[config.mk]
export PLATFORM = sky130hd
export DESIGN_NAME = spl_stream_splitter
export DESIGN_NICKNAME = d
export VERILOG_FILES = /design/src/logic/spl_pkg.sv /design/src/logic/spl_stream_splitter.sv /design/src/logic/spl_lane.sv
export SDC_FILE = /design/constraint.sdc
export NUM_CORES = 1
export LEC_CHECK = 0
export BUFFER_PORTS_ARGS = -buffer_cell sky130_fd_sc_hd__clkbuf_2
export CELL_PAD_IN_SITES_DETAIL_PLACEMENT = 1
export CELL_PAD_IN_SITES_GLOBAL_PLACEMENT = 1
export CORE_ASPECT_RATIO = 1.25
export CORE_MARGIN = 2
export CORE_UTILIZATION = 45
export DETAILED_ROUTE_END_ITERATION = 12
export PLACE_DENSITY = 0.82
export SLEW_MARGIN = 0
export SYNTH_ARGS = -nofsm -noshare
export SYNTH_HDL_FRONTEND = slang
export SYNTH_HIERARCHICAL = 1
export SYNTH_SLANG_ARGS = --single-unit
export TNS_END_PERCENT = 30
[constraint.sdc]
create_clock -name clk_sys -period 7.87 [get_ports clk_sys]
set_input_delay 0.3935 -clock clk_sys [delete_from_list [all_inputs] [get_ports clk_sys]]
set_output_delay 0.3935 -clock clk_sys [all_outputs]
set_load 0.02 [all_outputs]
[src/logic/spl_pkg.sv]
/*
 * Package of the stream splitter: status port carrier, register offsets,
 * field positions and reset values.
 * Assumes a single 125 MHz clock domain and a synchronous status master.
 */
package spl_pkg;

    // ************************************************************
    // Clock
    // ************************************************************
    localparam int SPL_CLK_PERIOD_NS = 8;

    // ************************************************************
    // Status port carrier
    // ************************************************************
    localparam int SPL_ADDR_W = 8;
    localparam int SPL_WORD_W = 32;

    typedef struct packed {
        logic we;
        logic re;
        logic [SPL_ADDR_W-1:0] addr;
        logic [SPL_WORD_W-1:0] wdata;
    } spl_reg_req_t;

    // ************************************************************
    // Register offsets
    // ************************************************************
    localparam logic [SPL_ADDR_W-1:0] SPL_OFS_CONFIG = 8'h00;
    localparam logic [SPL_ADDR_W-1:0] SPL_OFS_CTRL = 8'h04;
    localparam logic [SPL_ADDR_W-1:0] SPL_OFS_BEATS = 8'h08;
    localparam logic [SPL_ADDR_W-1:0] SPL_OFS_STALLS = 8'h0c;
    localparam logic [SPL_ADDR_W-1:0] SPL_OFS_LIVE = 8'h10;

    // ************************************************************
    // Field positions
    // ************************************************************
    localparam int SPL_CFG_COUNT_LSB = 0;
    localparam int SPL_CFG_QUALIFY_BIT = 8;
    localparam int SPL_CFG_PACKETS_BIT = 9;
    localparam int SPL_CFG_CHANNEL_BIT = 10;
    localparam int SPL_CFG_ERROR_BIT = 11;
    localparam int SPL_CFG_CHAN_W_LSB = 12;
    localparam int SPL_CFG_ERR_W_LSB = 16;
    localparam int SPL_CFG_MAX_CH_LSB = 24;
    localparam int SPL_CTRL_COUNT_EN_BIT = 0;
    localparam int SPL_CTRL_CLEAR_BIT = 1;
    localparam int SPL_LIVE_VALID_BIT = 16;
    localparam int SPL_LIVE_READY_BIT = 17;

    // ************************************************************
    // Reset values
    // ************************************************************
    localparam logic SPL_RST_COUNT_EN = 1'b1;
    localparam logic [SPL_WORD_W-1:0] SPL_RST_COUNTER = 32'h0000_0000;
    localparam logic [SPL_WORD_W-1:0] SPL_RST_RDATA = 32'h0000_0000;

    // ************************************************************
    // Block state
    // ************************************************************
    typedef struct packed {
        logic count_en;
        logic [SPL_WORD_W-1:0] beat_cnt;
        logic [SPL_WORD_W-1:0] stall_cnt;
        logic [SPL_WORD_W-1:0] rdata;
    } spl_state_t;

endpackage

[src/logic/spl_stream_splitter.sv]
/*
 * Stream splitter: fans one ready/valid source out to up to sixteen sinks
 * with no latency, plus a small status port with beat and stall counters.
 * Assumes source and sinks share clk_sys and use a ready latency of zero.
 */
// Added by the designer: the address map and strobed register access.
`timescale 1ns/100ps

module spl_stream_splitter
    import spl_pkg::*;
#(
    parameter int OUTPUT_COUNT = 2,
    parameter bit QUALIFY_VALID = 1'b1,
    parameter int DATA_W = 8,
    parameter int SYMBOL_W = 8,
    parameter bit USE_PACKETS = 1'b0,
    parameter bit USE_CHANNEL = 1'b0,
    parameter int CHANNEL_W = 1,
    parameter int MAX_CHANNELS = 1,
    parameter bit USE_ERROR = 1'b0,
    parameter int ERROR_W = 1,
    localparam int SYMBOLS = DATA_W / SYMBOL_W,
    localparam int EMPTY_W = (SYMBOLS > 1) ? $clog2(SYMBOLS) : 0,
    localparam int PKT_W = USE_PACKETS ? (2 + EMPTY_W) : 0,
    localparam int CH_W = USE_CHANNEL ? CHANNEL_W : 0,
    localparam int ER_W = USE_ERROR ? ERROR_W : 0,
    localparam int BEAT_W = DATA_W + PKT_W + CH_W + ER_W
) (
    input wire logic clk_sys,
    input wire logic rst,
    input wire logic in_valid,
    input wire logic [BEAT_W-1:0] in_beat,
    output logic in_ready,
    output logic [OUTPUT_COUNT-1:0] out_valid,
    output logic [OUTPUT_COUNT-1:0][BEAT_W-1:0] out_beat,
    input wire logic [OUTPUT_COUNT-1:0] out_ready,
    input wire spl_reg_req_t reg_req,
    output logic [SPL_WORD_W-1:0] reg_rdata
);

    // ************************************************************
    // Fan-out
    // ************************************************************
    // The beat vector only holds the fields that are switched on, so a
    // disabled option costs no wires on either side.
    localparam int BEAT_BITS = BEAT_W;

    logic [OUTPUT_COUNT-1:0] others_ready;

    assign in_ready = &out_ready;

    genvar gi;
    generate
        for (gi = 0; gi < OUTPUT_COUNT; gi++) begin : g_lane
            localparam logic [OUTPUT_COUNT-1:0] SELF =
                OUTPUT_COUNT'(1) << gi;

            assign others_ready[gi] = &(out_ready | SELF);

            spl_lane #(
                .BEAT_W(BEAT_BITS),
                .QUALIFY(QUALIFY_VALID)
            ) u_lane (
                .in_valid(in_valid),
                .in_beat(in_beat),
                .others_ready(others_ready[gi]),
                .out_valid(out_valid[gi]),
                .out_beat(out_beat[gi])
            );
        end
    endgenerate

    // ************************************************************
    // Status port
    // ************************************************************
    // Counters only watch the stream; nothing here feeds back into it.
    spl_state_t st_q;
    spl_state_t st_d;

    logic beat_taken;
    logic beat_stalled;
    logic ctrl_write;
    logic clear_req;
    logic [SPL_WORD_W-1:0] config_word;
    logic [SPL_WORD_W-1:0] live_word;

    assign beat_taken = in_valid & in_ready;
    assign beat_stalled = in_valid & ~in_ready;
    assign ctrl_write = reg_req.we & (reg_req.addr == SPL_OFS_CTRL);
    assign clear_req = ctrl_write & reg_req.wdata[SPL_CTRL_CLEAR_BIT];

    always_comb begin
        config_word = '0;
        config_word[SPL_CFG_COUNT_LSB +: 5] = 5'(OUTPUT_COUNT);
        config_word[SPL_CFG_QUALIFY_BIT] = QUALIFY_VALID;
        config_word[SPL_CFG_PACKETS_BIT] = USE_PACKETS;
        config_word[SPL_CFG_CHANNEL_BIT] = USE_CHANNEL;
        config_word[SPL_CFG_ERROR_BIT] = USE_ERROR;
        config_word[SPL_CFG_CHAN_W_LSB +: 4] = 4'(CH_W);
        config_word[SPL_CFG_ERR_W_LSB +: 5] = 5'(ER_W);
        config_word[SPL_CFG_MAX_CH_LSB +: 8] =
            USE_CHANNEL ? 8'(MAX_CHANNELS) : 8'h00;
    end

    always_comb begin
        live_word = '0;
        live_word[OUTPUT_COUNT-1:0] = out_ready;
        live_word[SPL_LIVE_VALID_BIT] = in_valid;
        live_word[SPL_LIVE_READY_BIT] = in_ready;
    end

    always_comb begin
        st_d = st_q;
        if (ctrl_write) begin
            st_d.count_en = reg_req.wdata[SPL_CTRL_COUNT_EN_BIT];
        end
        // A beat in the clearing cycle is counted, not lost.
        if (clear_req) begin
            st_d.beat_cnt = SPL_RST_COUNTER;
            st_d.stall_cnt = SPL_RST_COUNTER;
        end
        if (st_q.count_en && beat_taken) begin
            st_d.beat_cnt = st_d.beat_cnt + 32'h0000_0001;
        end
        if (st_q.count_en && beat_stalled) begin
            st_d.stall_cnt = st_d.stall_cnt + 32'h0000_0001;
        end
        st_d.rdata = SPL_RST_RDATA;
        if (reg_req.re) begin
            case (reg_req.addr)
                SPL_OFS_CONFIG: st_d.rdata = config_word;
                SPL_OFS_CTRL: st_d.rdata = {31'h0000_0000, st_q.count_en};
                SPL_OFS_BEATS: st_d.rdata = st_q.beat_cnt;
                SPL_OFS_STALLS: st_d.rdata = st_q.stall_cnt;
                SPL_OFS_LIVE: st_d.rdata = live_word;
                default: st_d.rdata = SPL_RST_RDATA;
            endcase
        end
    end

    always_ff @(posedge clk_sys or posedge rst) begin
        if (rst) begin
            st_q.count_en <= SPL_RST_COUNT_EN;
            st_q.beat_cnt <= SPL_RST_COUNTER;
            st_q.stall_cnt <= SPL_RST_COUNTER;
            st_q.rdata <= SPL_RST_RDATA;
        end else begin
            st_q <= st_d;
        end
    end

    assign reg_rdata = st_q.rdata;

    generate
        for (gi = 0; gi < OUTPUT_COUNT; gi++) begin : g_chk

            if (QUALIFY_VALID) begin : g_gate

            end else begin : g_free

            end
        end
    endgenerate
endmodule // spl_stream_splitter

[src/logic/spl_lane.sv]
/*
 * One output lane of the stream splitter: copies the beat and qualifies
 * valid with the readiness of the other lanes.
 * Assumes the caller works out the AND of the other lanes' ready.
 */
`timescale 1ns/100ps

module spl_lane #(
    parameter int BEAT_W = 8,
    parameter bit QUALIFY = 1'b1
) (
    input wire logic in_valid,
    input wire logic [BEAT_W-1:0] in_beat,
    input wire logic others_ready,
    output logic out_valid,
    output logic [BEAT_W-1:0] out_beat
);

    // The beat passes as wires, so the lane adds no cycle.
    assign out_beat = in_beat;

    // Gating keeps sinks from taking a beat that the source will repeat.
    assign out_valid = QUALIFY ? (in_valid & others_ready)
                               : in_valid;

endmodule // spl_lane

==> implementation parameters, run 1 <==
Parameter                              Value

Setup path
  Critical path class ... primary input to flop
  Largest fanout of any net on the critical path ... 11
  R2r worst-path depth ... 5
  Capture point of the worst reg-to-reg path ... st_q[89]$_DFF_PP0_
  Data required time of the worst path ... 8090 ps
  Kind of capture point of the worst setup path ... flop
  Data arrival time of the worst path ... 3250 ps
  Nature of the critical path startpoint ... primary input
  Startpoint of the most critical register-to-register path ... st_q[96]$_DFFE_PP1N_
  Register-to-register path setup slack ... 5380 ps

Logic synthesis
  Synth Instances ... 531
  Number of synthesized flops with an enable pin ... 0
  Most used flip-flop cell after synthesis ... sky130_fd_sc_hd__dfrtp_1
  Dominant cell by count in the synthesized netlist ... sky130_fd_sc_hd__dfrtp_1
  Total standard cell area after synthesis ... 5030 µm²
  Share of synthesized registers carrying an async set or reset ... 1.00
  Post-synth top area cell ... sky130_fd_sc_hd__dfrtp_1
  Total of warnings raised by yosys ... 6
  Avg Synthesized Cell Area ... 9.48 µm²
  Net Count, Synth ... 588
  Post-synth cell types ... 39
  Most used standard cells in the synthesized netlist ... sky130_fd_sc_hd__dfrtp_1 (96), sky130_fd_sc_hd__nor2_1 (78), sky130_fd_sc_hd__buf_4 (48)
  Part of the Yosys area used for sequential elements ... 0.483
  Share of the synthesized area in the top cell type ... 0.477
  Dominant cells by area after synthesis ... sky130_fd_sc_hd__dfrtp_1 (48%), sky130_fd_sc_hd__buf_4 (7.2%), sky130_fd_sc_hd__nor2_1 (5.8%)
  Flip-flop and latch count after synthesis ... 97

Cells and area
  Final #Nets ... 580
  Diode insertion count for antenna repair ... 0
  Fraction of layout instances using a drive strength above 1 ... 0.157
  Post-synthesis to final-layout area growth ... 5.52%

STA
  Period utilization ... 0.385
  Max transition margin ... 0.180
  Max frequency ... 330 MHz
  Final clock skew ... 8.00 ps
  Fin Setup TNS ... 0 ps
  RSZ-0062 raised after global routing ... false
  Final setup violation count ... 0
  Worst slew pin tran ... 1230 ps
  Count of pins over their slew limit ... 0
  Hold Vio Cnt, Final ... 0
  Hold slack final ... 73.1 ps
  Final critical delay including setup and external delays ... 3030 ps

Floorplanning
  Die area ... 12100 µm²
  Total I/O pin count ... 106
  Die extent in x ... 98.6 µm
  Core box area ... 11000 µm²
  Initial core utilization ... 0.459
  Die extent in y ... 122 µm
  Total number of placement rows ... 43

Hold path
  Min-Delay Path Class ... primary input to async pin

CTS
  Number of gates resized after CTS ... 0
  CTS Sinks ... 97
  Clock H-tree levels ... 3
  CTS tree ... done
  Longest Clk Path Bufs ... 2
  TritonCTS buffer count ... 9
  Clock Tree Root ... sky130_fd_sc_hd__clkbuf_16
  Clock slew at reported path FFs ... 70 ps
  Hold buffers post-CTS ... 0
  Clock insertion delay at the later pin of the skew report ... 360 ps
  Count of buffers added by post-CTS timing repair for setup ... 0

Global route
  Tot GR Track Use ... 0.221
  First-pass GRT wire length ... 20900 µm
  Vias in the first global route ... 4117
  Number of antenna violations at the first check in global routing ... 0
  Largest net degree at the start of global routing ... 58
  Aggregate global routing overflow ... 0

Drt
  Total wire length ... 12700 µm
  Number of vias after detailed routing ... 3888
  Detailed Routing Iterations Pass 1 ... 6
  Antenna Violating Nets Remaining ... 0
  Post-detailed-route wirelength per cell ... 19.1 µm
  Via density ... 5.86
  Number of design-rule violations left by the first detailed-router iteration ... 218
  DRC viols ... 0

Pwr
  Cell area power density ... 190 nW/µm²
  Overall power of the completed layout ... 1010 µW
  Worst supply voltage drop on vdd ... 0.108 mV
  Leakage power ... 0.00233 µW

Placement
  Final weighted congestion in routability-driven placement ... 0.863
  Port Buffers ... 51
  Post-detailed-placement half-perimeter wirelength ... 8770 µm

Job
  Max Cap Viol ... 0

Run status
  Status ... finished, final reports clean
[cells by family after synthesis]
logic type / synth area share
mux: 0.00671
buf+inv: 0.100
fa+ha+maj: 0.00497
flops: 0.483
compound gates: 0.0927
simple gates: 0.238
xor+xnor: 0.0748
[worst max-delay path by stage]
stage,start,to,slack [ps],cells past startpoint
after detailed placement,reg_req[39],st_q[84]$_DFF_PP0_,4490,10
after global routing,reg_req[39],st_q[70]$_DFF_PP0_,4700,10
after global placement,reg_req[39],st_q[84]$_DFF_PP0_,4680,10
after CTS,reg_req[39],st_q[84]$_DFF_PP0_,4860,10
final,reg_req[39],st_q[84]$_DFF_PP0_,4840,10
after floorplan,rst,reg_rdata[0]$_DFF_PP0_,4940,1
[area by class of cell]
type / instances / area, µm²
clock inverters: 6 / 65.1
fillers: 1285 / 5670
clock buffers: 10 / 239
repair buffers: 54 / 278
flip-flops and latches: 97 / 2430
multi-input cells: 354 / 2100
well taps: 135 / 169
inverters: 7 / 28.8
[stage by stage]
step	util	cell area (µm²)	setup slack, ps	cells
floorplan	-	5030	4940	531
CTS	0.484	5310	4860	663
global placement	0.456	5010	4680	647
finish	0.484	5310	4840	663
global route	0.484	5310	4700	663
detailed placement	0.456	5010	4490	647
[critical path: stages]
cell	delay, ps
sky130_fd_sc_hd__clkbuf_2	80
sky130_fd_sc_hd__or4_1	560
sky130_fd_sc_hd__nor2_1	340
sky130_fd_sc_hd__nand4_1	450
sky130_fd_sc_hd__and2_1	350
sky130_fd_sc_hd__ha_1	220
sky130_fd_sc_hd__and3_1	370
sky130_fd_sc_hd__nand3_1	260
sky130_fd_sc_hd__xor2_1	170
sky130_fd_sc_hd__nor2_1	50
[power by group]
group	leakage [µW]	internal, µW	switching (µW)	total [µW]
clock network	0.000149	256	201	457
registers	0.00134	504	5.46	509
logic	0.000845	12.9	27.3	40.2
total	0.00233	773	234	1010
[metal layers]
| layer | GRT usage | up-vias | routed length (µm) |
|---|---|---|---|
| li1 | - | 1779 | - |
| met1 | 0.259 | 1987 | 5100 |
| met2 | 0.403 | 103 | 6700 |
| met3 | 0.0416 | 19 | 514 |
| met4 | 0.0813 | 0 | 340 |
| met5 | 0 | - | 0 |
[flip-flops by register name, indices dropped and copies added, names as in the netlist]
signal / cells
st_q: 65
reg_rdata: 32
[placed cells by master (no fill, tap or decap), types with 2 or more instances in the layout]
| cell | netlist | layout |
|---|---|---|
| sky130_fd_sc_hd__a21oi_1 | 18 | 18 |
| sky130_fd_sc_hd__a22oi_1 | 30 | 30 |
| sky130_fd_sc_hd__and2_1 | 9 | 9 |
| sky130_fd_sc_hd__and3_1 | 10 | 10 |
| sky130_fd_sc_hd__and4_1 | 5 | 5 |
| sky130_fd_sc_hd__buf_4 | 48 | 3 |
| sky130_fd_sc_hd__clkbuf_16 | 0 | 9 |
| sky130_fd_sc_hd__clkbuf_2 | 0 | 51 |
| sky130_fd_sc_hd__clkinv_2 | 0 | 2 |
| sky130_fd_sc_hd__dfrtp_1 | 96 | 96 |
| sky130_fd_sc_hd__ha_1 | 2 | 2 |
| sky130_fd_sc_hd__inv_1 | 7 | 6 |
| sky130_fd_sc_hd__inv_6 | 0 | 2 |
| sky130_fd_sc_hd__mux2_2 | 3 | 3 |
| sky130_fd_sc_hd__nand2_1 | 38 | 38 |
| sky130_fd_sc_hd__nand3_1 | 24 | 24 |
| sky130_fd_sc_hd__nand4_1 | 19 | 19 |
| sky130_fd_sc_hd__nor2_1 | 78 | 77 |
| sky130_fd_sc_hd__nor2b_1 | 4 | 4 |
| sky130_fd_sc_hd__nor3_1 | 10 | 10 |
| sky130_fd_sc_hd__nor4_1 | 5 | 5 |
| sky130_fd_sc_hd__o21ai_0 | 18 | 18 |
| sky130_fd_sc_hd__o31ai_1 | 5 | 5 |
| sky130_fd_sc_hd__or3_1 | 15 | 15 |
| sky130_fd_sc_hd__or4_1 | 6 | 6 |
| sky130_fd_sc_hd__xnor2_1 | 15 | 15 |
| sky130_fd_sc_hd__xor2_1 | 28 | 28 |
(Power assumes the default switching activity.)
==> run 2, diff against run 1 <==
--- a/config.mk
+++ b/config.mk
@@ -10,9 +10,9 @@
 export CELL_PAD_IN_SITES_GLOBAL_PLACEMENT = 1
 export CORE_ASPECT_RATIO = 1.25
 export CORE_MARGIN = 2
-export CORE_UTILIZATION = 45
+export CORE_UTILIZATION = 42
 export DETAILED_ROUTE_END_ITERATION = 12
-export PLACE_DENSITY = 0.82
+export PLACE_DENSITY = 0.77
 export SLEW_MARGIN = 0
 export SYNTH_ARGS = -nofsm -noshare
 export SYNTH_HDL_FRONTEND = slang
==> constraint.sdc (replaced) <==
create_clock -name clk_sys -period 2.9 [get_ports clk_sys]
set_input_delay 0.145 -clock clk_sys [delete_from_list [all_inputs] [get_ports clk_sys]]
set_output_delay 0.145 -clock clk_sys [all_outputs]
set_load 0.02 [all_outputs]
==> run 2 against run 1 <==
- sequential power grew to 2.7 times the previous value
- combinational power grew to 2.7 times the previous value
- final cell count rose by 5.7%
- setup slack got worse by 4400 ps
- die area up 6.9%
- clock-buffer cell count did not move
- core utilization shrank 1.9 points
==> implementation parameters, run 2 (synthesis results as in run 1) <==
Parameter                              Value

Floorplanning
  Total I/O pin count ... 106 (unchanged)
  Core box area ... 11700 µm² (+6.3%)
  Die extent in x ... 102 µm (+3.4%)
  Initial core utilization ... 0.431 (-0.0273)
  Total number of placement rows ... 44 (+2.3%)
  Die area ... 12900 µm² (+6.9%)
  Die extent in y ... 126 µm (+3.4%)

Pwr
  Worst supply voltage drop on vdd ... 0.248 mV (+130%)
  Leakage power ... 0.00239 µW (+2.2%)
  Cell area power density ... 485 nW/µm² (+160%)

Hold path
  Hold-critical path depth ... 2
  Worst hold endpoint ... st_q[96]$_DFFE_PP1N_
  Worst Min Path Start ... reg_req[0]
  Min-Delay Path Class ... primary input to flop

Global route
  Aggregate global routing overflow ... 0 (unchanged)
  Met3 usage in global routing ... 0.0358 (-0.00576)
  Most congested layer reported by global routing ... met2
  Largest net degree at the start of global routing ... 56 (-3.4%)
  First-pass GRT wire length ... 20800 µm (-0.53%)
  Global-route track usage on met1 ... 0.263 (+0.00343)
  Number of antenna violations at the first check in global routing ... 0 (unchanged)
  Vias in the first global route ... 4163 (+1.1%)
  Tot GR Track Use ... 0.206 (-0.0153)
  Met2 Resource Use GR ... 0.339 (-0.0636)

STA
  Max frequency ... 408 MHz
  Hold Vio Cnt, Final ... 0 (unchanged)
  Final clock skew ... 8.01 ps (+0.0105 ps)
  Post-route worst setup slack ... 449 ps (-4390 ps)
  RSZ-0062 raised after global routing ... false
  Worst slew pin tran ... 671 ps (-560 ps)
  Final critical delay including setup and external delays ... 2450 ps
  Max transition margin ... 0.553 (+0.373)
  Fin Setup TNS ... 0 ps (unchanged)
  Final setup violation count ... 0 (unchanged)
  Period utilization ... 0.845
  Count of pins over their slew limit ... 0 (unchanged)

Cells and area
  Number of flip-flops in the largest register ... 65 (unchanged)
  Final core occ ... 0.465 (-0.0189)
  Top reg by flops ... st_q
  Most common cell after layout, fill and taps aside ... sky130_fd_sc_hd__dfrtp_1
  Most used cells in the layout excluding fill and tap cells ... sky130_fd_sc_hd__dfrtp_1 (96), sky130_fd_sc_hd__nor2_1 (77), sky130_fd_sc_hd__clkbuf_2 (51)
  Fillcell total ... 1382 (+7.5%)
  Combined flip-flop and latch cell area ... 2430 µm² (unchanged)
  Fraction of layout instances using a drive strength above 1 ... 0.174 (+0.0169)
  Post-synthesis to final-layout area growth ... 7.83%
  Final #Nets ... 592 (+2.1%)
  Diode insertion count for antenna repair ... 0 (unchanged)
  Area of the multi-input gates ... 2100 µm² (unchanged)

Job
  Max Cap Viol ... 0 (unchanged)

Placement
  Final weighted congestion in routability-driven placement ... 0.882 (+2.1%)
  Port Buffers ... 51 (unchanged)
  Post-detailed-placement half-perimeter wirelength ... 8720 µm (-0.58%)
  Worst Setup Slack post-DPL ... 76.0 ps (-4420 ps)

CTS
  Clock insertion delay at the later pin of the skew report ... 350 ps (about the same)
  CTS Sinks ... 97 (unchanged)
  Clock slew at reported path FFs ... 70 ps (about the same)
  Longest Clk Path Bufs ... 2 (unchanged)
  Count of buffers added by post-CTS timing repair for setup ... 0 (unchanged)
  CTS tree ... done
  Number of gates resized after CTS ... 0 (unchanged)
  Clock H-tree levels ... 3 (unchanged)
  TritonCTS buffer count ... 9 (unchanged)
  Clock Tree Root ... sky130_fd_sc_hd__clkbuf_16
  Hold buffers post-CTS ... 1 (+1)

Drt
  DRC viols ... 0 (unchanged)
  Total wire length ... 12300 µm (-2.6%)
  Number of vias after detailed routing ... 3926 (+0.98%)
  Number of design-rule violations left by the first detailed-router iteration ... 171 (-22%)
  Detailed Routing Iterations Pass 1 ... 5 (-1)
  Post-detailed-route wirelength per cell ... 17.6 µm (-7.9%)
  Antenna Violating Nets Remaining ... 0 (unchanged)
  Via density ... 5.60 (-4.5%)

Setup path
  Largest fanout of any net on the critical path ... 10 (-1)
  Cell with the most instances on the worst path ... sky130_fd_sc_hd__nand4_1
  CP max stage cell ... sky130_fd_sc_hd__or4_4
  Cell family contributing the most delay on the critical path ... simple AND/OR/NAND/NOR gates
  Bufs and invs on worst path ... 1 (unchanged)
  Cell chain of the critical path ... clkbuf_2 > nor2b_1 > nand4_1 > and2_1 > ha_1 > nand4_1 > or3_4 > or4_4 > or3_1 > a21oi_1
  Largest stage delay, worst path ... 470 ps (-90 ps)
  Nature of the critical path startpoint ... primary input
  Register-to-register path setup slack ... 490 ps (-4890 ps)
  Startpoint of the most critical register-to-register path ... st_q[96]$_DFFE_PP1N_
  Data arrival time of the worst path ... 2720 ps (-530 ps)
  R2r worst-path depth ... 5 (unchanged)
  Data required time of the worst path ... 3170 ps (-4920 ps)
  Kind of capture point of the worst setup path ... flop
  Capture point of the worst reg-to-reg path ... st_q[88]$_DFF_PP0_
  Critical path class ... primary input to flop

Run status
  Status ... finished, final reports clean
[run 2: cell count changes in the layout (fill, tap and decap cells not counted)]
cell	before	now
sky130_fd_sc_hd__buf_12	0	1
sky130_fd_sc_hd__buf_4	3	13
sky130_fd_sc_hd__inv_6	2	0
sky130_fd_sc_hd__dlygate4sd3_1	0	1
sky130_fd_sc_hd__clkinv_4	0	3
sky130_fd_sc_hd__bufinv_16	1	0
[run 2: per-stage QoR]
step,power [µW],instances,hold slack [ps],instance area [µm²]
after floorplan,1500,531,217,5030
after global placement,1510,684,290,5130
after detailed placement,1520,684,290,5130
after CTS,2660,701,20.9,5430
after global routing,2730,701,22.7,5430
final,2630,701,26.4,5430
[run 2: report_power, final]
part | switching, µW | internal (µW) | leakage, µW
sequential | 14.4 | 1370 | 0.00134
combinational | 70.4 | 37.7 | 0.000908
clock | 533 | 607 | 0.000138
[run 2: worst max-delay path by stage]
stage	from	end	slack, ps	cells after the start
after detailed placement	reg_req[34]	st_q[60]$_DFF_PP0_	80	10
after CTS	reg_req[34]	st_q[60]$_DFF_PP0_	440	10
after floorplan	rst	reg_rdata[0]$_DFF_PP0_	220	1
after global placement	reg_req[34]	st_q[62]$_DFF_PP0_	220	10
final	reg_req[34]	st_q[60]$_DFF_PP0_	450	10
after global routing	reg_req[39]	st_q[84]$_DFF_PP0_	280	10
[run 2: area by class of cell]
type,instances,area share
clock buffers,10,0.0440
clock inverters,6,0.00807
multi-input cells,354,0.387
flip-flops and latches,97,0.448
inverters,7,0.00530
well taps,161,0.0371
repair buffers,66,0.0706
[run 2: layer usage]
layer | vias to the layer above | share of wire
met5 | - | 0
met4 | 0 | 0.029
met3 | 24 | 0.045
met2 | 113 | 0.50
met1 | 1978 | 0.42
li1 | 1811 | -
